## config.mk

```make
export PLATFORM = sky130hd
export DESIGN_NAME = timer_two
export DESIGN_NICKNAME = d
export VERILOG_FILES = /design/src/logic/timer_two_pkg.sv /design/src/logic/prescale_if.sv /design/src/logic/timer_prescaler.sv /design/src/logic/timer_two.sv
export SDC_FILE = /design/constraint.sdc
export NUM_CORES = 1
export LEC_CHECK = 0
export BUFFER_PORTS_ARGS = -buffer_cell sky130_fd_sc_hd__buf_2
export CORE_MARGIN = 4
export CORE_UTILIZATION = 29
export CTS_BUF_LIST = sky130_fd_sc_hd__clkbuf_4 sky130_fd_sc_hd__clkbuf_8 sky130_fd_sc_hd__clkbuf_16
export CTS_CLUSTER_DIAMETER = 60
export DETAILED_ROUTE_END_ITERATION = 6
export SYNTH_ARGS = -nofsm -noshare
export SYNTH_HDL_FRONTEND = slang
export SYNTH_SLANG_ARGS = --single-unit
```

## constraint.sdc

```tcl
create_clock -name clk -period 2.9 [get_ports clk]
set_input_delay 0.29 -clock clk [delete_from_list [all_inputs] [get_ports clk]]
set_output_delay 0.29 -clock clk [all_outputs]
set_load 0.005 [all_outputs]
```

## src/logic/timer_two_pkg.sv

```systemverilog
// constants and register layout of the second programmable timer
package timer_two_pkg;
    // ************************************************************
    // register indices, byte address is four times the index
    // ************************************************************
    localparam logic [5:0] IDX_PRESCALE = 6'h19;
    localparam logic [5:0] IDX_FLAGS = 6'h1A;
    localparam logic [5:0] IDX_CONTROL = 6'h1B;
    localparam logic [5:0] IDX_COUNTER = 6'h1C;
    localparam logic [5:0] IDX_COMPARE = 6'h1D;
    localparam logic [5:0] IDX_CAPTURE = 6'h1E;
    localparam logic [5:0] IDX_PINS = 6'h1F;
    // ************************************************************
    // field positions
    // ************************************************************
    localparam int CTL_LEVEL = 0;
    localparam int CTL_EDGE = 1;
    localparam int CTL_OVF_MASK = 2;
    localparam int CTL_CMP_MASK = 3;
    localparam int CTL_CAP_MASK = 4;
    localparam int FLG_OVF = 5;
    localparam int FLG_CMP = 6;
    localparam int FLG_CAP = 7;
    localparam int PCS_SRC_LO = 4;
    localparam int PCS_SRC_HI = 5;
    localparam int PIN_CMP_DATA = 0;
    localparam int PIN_CAP_DATA = 1;
    localparam int PIN_CMP_DIR = 2;
    localparam int PIN_CAP_DIR = 3;
    // ************************************************************
    // reset values and widths
    // ************************************************************
    localparam logic [4:0] CONTROL_RESET = 5'h1C;
    localparam logic [7:0] PRESCALE_RESET = 8'h10;
    localparam logic [7:0] PRESCALE_WMASK = 8'h37;
    localparam logic [7:0] COMPARE_RESET = 8'hFF;
    localparam logic [7:0] COUNTER_RESET = 8'h00;
    localparam logic [6:0] PRESCALER_INIT = 7'h7F;
    localparam logic [3:0] PINS_RESET = 4'h0;
    // vector codes, capture highest priority
    localparam logic [1:0] VEC_NONE = 2'h0;
    localparam logic [1:0] VEC_CAPTURE = 2'h1;
    localparam logic [1:0] VEC_COMPARE = 2'h2;
    localparam logic [1:0] VEC_OVERFLOW = 2'h3;
endpackage
```

## src/logic/prescale_if.sv

```systemverilog
// carrier between the timer core and its prescaler
`timescale 1ns/1ps
interface prescale_if;
    logic srcPulse;
    logic reload;
    logic [2:0] divSel;
    logic tick;
    modport core (output srcPulse, output reload, output divSel, input tick);
    modport pre (input srcPulse, input reload, input divSel, output tick);
endinterface

```

## src/logic/timer_prescaler.sv

```systemverilog
// seven-bit prescaler with power-of-two tap select
`timescale 1ns/1ps
module timer_prescaler (
    // clock and reset
    input wire logic clk,
    input wire logic rst_n,
    // link to the core
    prescale_if.pre ps
);
    logic [6:0] preQ;
    logic [6:0] preD;
    logic [6:0] tapMask;

    // divide select
    // tick when all selected low bits are ones, so a reload ticks on the first pulse
    always_comb begin
        tapMask = 7'((8'h01 << ps.divSel) - 8'h01);
        ps.tick = ps.srcPulse && ((preQ & tapMask) == tapMask);
        preD = preQ;
        if (ps.reload) begin
            preD = timer_two_pkg::PRESCALER_INIT;
        end else if (ps.srcPulse) begin
            preD = preQ + 7'h01;
        end
    end

    always_ff @(posedge clk) begin
        if (!rst_n) begin
            preQ <= timer_two_pkg::PRESCALER_INIT;
        end else begin
            preQ <= preD;
        end
    end
endmodule

```

## src/logic/timer_two.sv

```systemverilog
// second programmable timer: counter, compare, capture and flags on Wishbone
//
// The Wishbone slave port is this design's own decision.
`timescale 1ns/1ps
module timer_two (
    // clock and reset
    input wire logic clk,
    input wire logic rst_n,
    // wishbone slave
    input wire logic cyc_i,
    input wire logic stb_i,
    input wire logic we_i,
    input wire logic [7:0] adr_i,
    input wire logic [3:0] sel_i,
    input wire logic [31:0] dat_i,
    output logic [31:0] dat_o,
    output logic ack_o,
    // processor interrupt side
    input wire logic globalIrqMask,
    output logic overflowInterrupt,
    output logic compareInterrupt,
    output logic captureInterrupt,
    output logic [1:0] irqVector,
    // pins
    input wire logic timerPin,
    input wire logic captureInputPin,
    output logic captureOutData,
    output logic captureOutEn,
    output logic compareOutputPin,
    output logic compareOutEn
);
    prescale_if ps ();

    timer_prescaler u_pre (
        .clk(clk),
        .rst_n(rst_n),
        .ps(ps)
    );

    // ************************************************************
    // state
    // ************************************************************
    logic ackQ, ackD;
    logic [31:0] datQ, datD;
    logic [4:0] ctlQ, ctlD;
    logic [7:0] pcsQ, pcsD;
    logic [7:0] cntQ, cntD;
    logic [7:0] cmpQ, cmpD;
    logic [7:0] capQ, capD;
    logic [3:0] pinQ, pinD;
    logic [2:0] flgQ, flgD;
    logic [2:0] armQ, armD;
    logic matchQ, matchD;
    logic capPrevQ, capPrevD;
    logic tmrPrevQ, tmrPrevD;
    logic outQ, outD;

    logic access, wr, rd;
    logic [5:0] idx;
    logic match, matchEvt, capEvt, ovfSet;
    logic [7:0] flagsView, rdMux;
    logic [1:0] src;

    assign idx = adr_i[7:2];
    assign access = cyc_i && stb_i && !ackQ;
    assign wr = access && we_i && sel_i[0];
    assign rd = access && !we_i;

    // continuous compare, acted on when equality first appears
    assign match = cntQ == cmpQ;
    assign matchEvt = match && !matchQ;
    // overflow flag follows a zero counter
    assign ovfSet = cntQ == 8'h00;
    // edge select picks the capture edge
    assign capEvt = ctlQ[timer_two_pkg::CTL_EDGE] ? (captureInputPin && !capPrevQ)
                                                  : (!captureInputPin && capPrevQ);
    assign flagsView = {flgQ, 5'h00};
    assign src = {pcsQ[timer_two_pkg::PCS_SRC_HI], pcsQ[timer_two_pkg::PCS_SRC_LO]};

    // clock source select; the unlisted code 10 stops the count
    always_comb begin
        case (src)
            2'b00: ps.srcPulse = 1'b1;
            2'b01: ps.srcPulse = timerPin;
            2'b11: ps.srcPulse = timerPin && !tmrPrevQ;
            default: ps.srcPulse = 1'b0;
        endcase
    end
    assign ps.divSel = pcsQ[2:0];
    // reload on prescaler control or counter write
    assign ps.reload = wr && (idx == timer_two_pkg::IDX_PRESCALE || idx == timer_two_pkg::IDX_COUNTER);

    always_comb begin
        case (idx)
            timer_two_pkg::IDX_PRESCALE: rdMux = pcsQ;
            timer_two_pkg::IDX_FLAGS: rdMux = flagsView;
            timer_two_pkg::IDX_CONTROL: rdMux = {3'h0, ctlQ};
            timer_two_pkg::IDX_COUNTER: rdMux = cntQ;
            timer_two_pkg::IDX_COMPARE: rdMux = cmpQ;
            timer_two_pkg::IDX_CAPTURE: rdMux = capQ;
            timer_two_pkg::IDX_PINS: rdMux = {4'h0, pinQ[3:2], pinQ[timer_two_pkg::PIN_CAP_DATA], outQ};
            default: rdMux = 8'h00;
        endcase
    end

    // ************************************************************
    // next state
    // ************************************************************
    always_comb begin
        ackD = access;
        datD = rd ? {24'h000000, rdMux} : 32'h00000000;
        ctlD = ctlQ;
        pcsD = pcsQ;
        cntD = cntQ;
        cmpD = cmpQ;
        capD = capQ;
        pinD = pinQ;
        flgD = flgQ;
        armD = armQ;
        matchD = match;
        capPrevD = captureInputPin;
        tmrPrevD = timerPin;
        outD = outQ;
        // count on each prescaled tick, wrapping naturally
        if (ps.tick) begin
            cntD = cntQ + 8'h01;
        end
        // flag register takes no writes, only the others below
        if (wr) begin
            case (idx)
                timer_two_pkg::IDX_PRESCALE: pcsD = dat_i[7:0] & timer_two_pkg::PRESCALE_WMASK;
                timer_two_pkg::IDX_CONTROL: ctlD = dat_i[4:0];
                timer_two_pkg::IDX_COUNTER: cntD = dat_i[7:0];
                timer_two_pkg::IDX_COMPARE: cmpD = dat_i[7:0];
                timer_two_pkg::IDX_PINS: begin
                    pinD = dat_i[3:0];
                    // direct software write of the compare pin
                    outD = dat_i[timer_two_pkg::PIN_CMP_DATA];
                end
                default: ;
            endcase
        end
        // hardware level wins over a same-cycle software write
        if (matchEvt) begin
            outD = ctlQ[timer_two_pkg::CTL_LEVEL];
        end
        // latch counter on the chosen edge, sensed whatever the direction bit
        if (capEvt) begin
            capD = cntQ;
        end
        // clears first, so a set in the same cycle still wins
        if (rd && idx == timer_two_pkg::IDX_COUNTER && armQ[0]) begin
            flgD[0] = 1'b0;
            armD[0] = 1'b0;
        end
        if (wr && idx == timer_two_pkg::IDX_COMPARE && armQ[1]) begin
            flgD[1] = 1'b0;
            armD[1] = 1'b0;
        end
        if (rd && idx == timer_two_pkg::IDX_CONTROL && armQ[2]) begin
            flgD[2] = 1'b0;
            armD[2] = 1'b0;
        end
        // a flags read arms only the flags it saw set; dummy reads arm too, hence the software caution
        if (rd && idx == timer_two_pkg::IDX_FLAGS) begin
            armD = flgQ;
        end
        if (ovfSet) begin
            flgD[0] = 1'b1;
        end
        if (matchEvt) begin
            flgD[1] = 1'b1;
        end
        if (capEvt) begin
            flgD[2] = 1'b1;
        end
    end

    always_ff @(posedge clk) begin
        if (!rst_n) begin
            ackQ <= 1'b0;
            datQ <= 32'h00000000;
            ctlQ <= timer_two_pkg::CONTROL_RESET;
            pcsQ <= timer_two_pkg::PRESCALE_RESET;
            cntQ <= timer_two_pkg::COUNTER_RESET;
            cmpQ <= timer_two_pkg::COMPARE_RESET;
            capQ <= 8'h00;
            pinQ <= timer_two_pkg::PINS_RESET;
            flgQ <= 3'h0;
            armQ <= 3'h0;
            matchQ <= 1'b0;
            capPrevQ <= 1'b0;
            tmrPrevQ <= 1'b0;
            outQ <= 1'b0;
        end else begin
            ackQ <= ackD;
            datQ <= datD;
            ctlQ <= ctlD;
            pcsQ <= pcsD;
            cntQ <= cntD;
            cmpQ <= cmpD;
            capQ <= capD;
            pinQ <= pinD;
            flgQ <= flgD;
            armQ <= armD;
            matchQ <= matchD;
            capPrevQ <= capPrevD;
            tmrPrevQ <= tmrPrevD;
            outQ <= outD;
        end
    end

    // ************************************************************
    // outputs
    // ************************************************************
    assign ack_o = ackQ;
    assign dat_o = datQ;
    assign compareOutputPin = outQ;
    assign compareOutEn = pinQ[timer_two_pkg::PIN_CMP_DIR];
    assign captureOutData = pinQ[timer_two_pkg::PIN_CAP_DATA];
    assign captureOutEn = pinQ[timer_two_pkg::PIN_CAP_DIR];

    // masked requests, held low while the global mask is set
    assign overflowInterrupt = flgQ[0] && !ctlQ[timer_two_pkg::CTL_OVF_MASK] && !globalIrqMask;
    assign compareInterrupt = flgQ[1] && !ctlQ[timer_two_pkg::CTL_CMP_MASK] && !globalIrqMask;
    assign captureInterrupt = flgQ[2] && !ctlQ[timer_two_pkg::CTL_CAP_MASK] && !globalIrqMask;

    always_comb begin
        if (captureInterrupt) begin
            irqVector = timer_two_pkg::VEC_CAPTURE;
        end else if (compareInterrupt) begin
            irqVector = timer_two_pkg::VEC_COMPARE;
        end else if (overflowInterrupt) begin
            irqVector = timer_two_pkg::VEC_OVERFLOW;
        end else begin
            irqVector = timer_two_pkg::VEC_NONE;
        end
    end
endmodule

```

==> results.yml <==
status:
  status: "completed"
worst_setup_path:
  r2r-end: "cntQ[6]$_SDFF_PN0_"
  worst_setup_path_end_kind: "register"
  cp.required_ns: 3.08
  reg2reg_slack_ns: 0.48
  start_kind: "register"
  arrival_ns: 2.60
  reg2reg_from: "pcsQ[2]$_SDFFE_PN0P_"
  reg2reg_depth: 8
  critical_path_class: "register to register"
  cp_max_fo: 10
clock_network:
  numCtsBuffers: 9
  hold_buffers: 0
  ctsResizeCount: 0
  postCtsSetupBuffers: 0
  htreeDepth: 3
  cts_tree: "done"
  clock_path_buffers: 2
  clock_sinks: 63
  cts.clk_slew.worst_paths_ns: 0.05
  clock_insertion_delay_worst_skew_ns: 0.33
  cts_root_buffer: "clkbuf_16"
sta:
  finalMaxSlewViolations: 0
  period_share_pct: 83.3
  slew_headroom_pct: 13.4
  fmax_mhz: 414
  rsz0062_at_grt: "false"
  min_period_ns: 2.42
  tightest_slew_ns: 1.28
  finalClockSkew_ns: 0.00569
  setup_viol: 0
  hold_violations: 0
  tns_ns: 0
layout:
  multi_input_area_sq_um: 1800
  insertedDiodeCount: 0
  ff_latch_area_sq_um: 1260
  drive_above_1_share_pct: 19.5
  final_nets: 467
  syn2layout_area_growth_pct: 16.6
  fin_area_sq_um: 3820
  filler_cell_count: 1147
logic_synthesis:
  yosysWarnings: 0
  yosys-top-cells-count: "63 x dfxtp_1, 40 x nand2_1, 38 x nor2_1"
  synthAdderAreaFrac_pct: 1.53
  synth_area_leaders: "dfxtp_1 38%, mux2i_1 7.3%, buf_4 5.5%"
  synthCells: 374
  synthMuxAreaShare_pct: 9.39
  yosys.area_share.simple_pct: 23.1
  synth_compound_area_share_pct: 12.1
  synth-edff-count: 0
  ys_seq_elements: 63
  synth.avg_cell_area_sq_um: 8.77
  ys_seq_area_share_pct: 38.5
  synth_cell_types: 52
  synth-async-reset-ratio_pct: 0
  synth_top_area_share_pct: 38.5
  synthXorXnorAreaFrac_pct: 6.10
  ys.flop_type: "dfxtp_1"
  synth_top_area_cell: "dfxtp_1"
  synthesis.area_sq_um: 3280
  synth_most_common_cell: "dfxtp_1"
  synth_top_family_by_area: "simple AND/OR/NAND/NOR gates"
route:
  drc: 0
  drt_pass1_iterations: 4
  ant_nets: 0
  drtIter0Drc: 169
  wl_per_cell_um: 15.0
  vias_per_cell: 4.78
  num_vias: 2660
  wirelength_mm: 8.34
power:
  ir_drop_mv: 0.224
  power.density_nw_per_um2: 579
  p_leak_uw: 0.00146
placement:
  placed_cell_area_sq_um: 3510
  gp_congestion: 0.809
  port-buffer-count: 40
  dp_hpwl_mm: 6.18
grt:
  grt.total_usage_pct: 13.4
  top_usage_layer: "met2"
  grt_util_met3_pct: 3.22
  grt_max_degree: 26
  grt_pass1_wl_mm: 13.7
  globalRouteOverflowTotal: 0
  antenna_found_initial: 0
  use_met1_pct: 17.0
  met2_usage_pct: 21.2
  grt_pass1_vias: 2690
floorplanning:
  dieArea_sq_um: 13100
  die_h_um: 114
  core-area_sq_um: 10900
  boundaryPins: 94
  std_cell_rows: 38
  die_x_um: 114
  start_util_pct: 30.0
worst_hold_path:
  hold_path_class: "input pin to register"
  min_path_cells: 2
  hp-start: "timerPin"
  min_to: "tmrPrevQ$_SDFF_PN0_"
flow_run:
  cap_violations: 0
-- per-stage QoR --
step / worst slack [ns] / instances / hold WS, ns / total power (uW) / util [%]
floorplan: 0.840 / 397 / 0.412 / 1080 / -
global placement: 0.608 / 540 / 0.468 / 1110 / 32.1
detailed placement: 0.558 / 540 / 0.476 / 1110 / 32.1
CTS: 0.522 / 556 / 0.172 / 2230 / 35.0
global route: 0.351 / 556 / 0.189 / 2300 / 35.0
finish: 0.484 / 556 / 0.182 / 2210 / 35.0
-- worst max-delay path by stage --
stage | start | end | cells past startpoint
after floorplan | pcsQ[1]$_SDFFE_PN0P_ | cntQ[4]$_SDFF_PN0_ | 9
after global placement | pcsQ[1]$_SDFFE_PN0P_ | cntQ[6]$_SDFF_PN0_ | 8
after detailed placement | pcsQ[2]$_SDFFE_PN0P_ | cntQ[6]$_SDFF_PN0_ | 8
after CTS | pcsQ[2]$_SDFFE_PN0P_ | cntQ[6]$_SDFF_PN0_ | 8
after global routing | pcsQ[2]$_SDFFE_PN0P_ | cntQ[6]$_SDFF_PN0_ | 8
final | pcsQ[2]$_SDFFE_PN0P_ | cntQ[6]$_SDFF_PN0_ | 8
-- state kept, by name (all words and copies together), names as in the netlist --
name / count
compareOutputPin: 1
pcsQ: 5
flgQ: 3
u_pre.preQ: 7
ack_o: 1
pinQ: 3
armQ: 3
tmrPrevQ: 1
cntQ: 8
matchQ: 1
cmpQ: 8
dat_o: 8
capPrevQ: 1
capQ: 8
ctlQ: 5
-- area by class of cell --
class	count	area share, %
timing repair buffer	45	6.22
multi-input combinational	284	47.2
tap	140	4.58
inverter	8	0.786
clock buffer	13	7.17
clock inverter	3	1.05
sequential	63	33.0
-- critical path, cell delays in order, from the launching register on --
cell and delay [ns]:
dfxtp_1 0.44, nor3_1 0.40, inv_1 0.09, ha_1 0.30, xnor2_2 0.19, o221ai_2 0.21
nor4_1 0.39, xnor2_1 0.17, a21oi_1 0.09
-- logic make-up (layout without fill, tap and decap cells) --
group | count (synthesis) | after routing
AOI/OAI and AO/OA | 58 | 58
xor gates and xnor gates | 22 | 22
adders and majority gates | 4 | 4
buffers and inverters | 50 | 69
DFF | 63 | 63
muxes | 29 | 29
other | 1 | 24
and+or+nand+nor | 147 | 147
-- where the power goes --
part	internal, uW	switching (uW)	total, uW
clock	742	377	1120
sequential	893	33.1	926
combinational	71.2	99.3	171
total	1710	509	2210
-- metal layers --
layer / wire [um] / part of all wire (%)
met5: 0 / 0
met4: 201 / 2.4
met3: 456 / 5.5
met2: 3790 / 46
met1: 3890 / 47
-- layout by cell type, fill, tap and decap left out, types with 4 or more instances in the layout --
cell / n
clkbuf_16: 9
buf_4: 5
nor3_2: 5
xnor2_1: 17
nand3b_1: 4
nand4_1: 4
nand2b_1: 6
and2_1: 4
nor3b_1: 4
nor3_1: 6
a31oi_1: 4
xor2_1: 4
nor2_1: 38
buf_2: 40
dfxtp_1: 63
nand2_1: 40
nand3_1: 16
ha_1: 4
mux2i_1: 24
conb_1: 24
a21oi_1: 17
o21ai_0: 8
nor4_1: 4
inv_1: 7
a22oi_1: 12
nor2b_1: 7
Power figures use the tool's default switching activity.
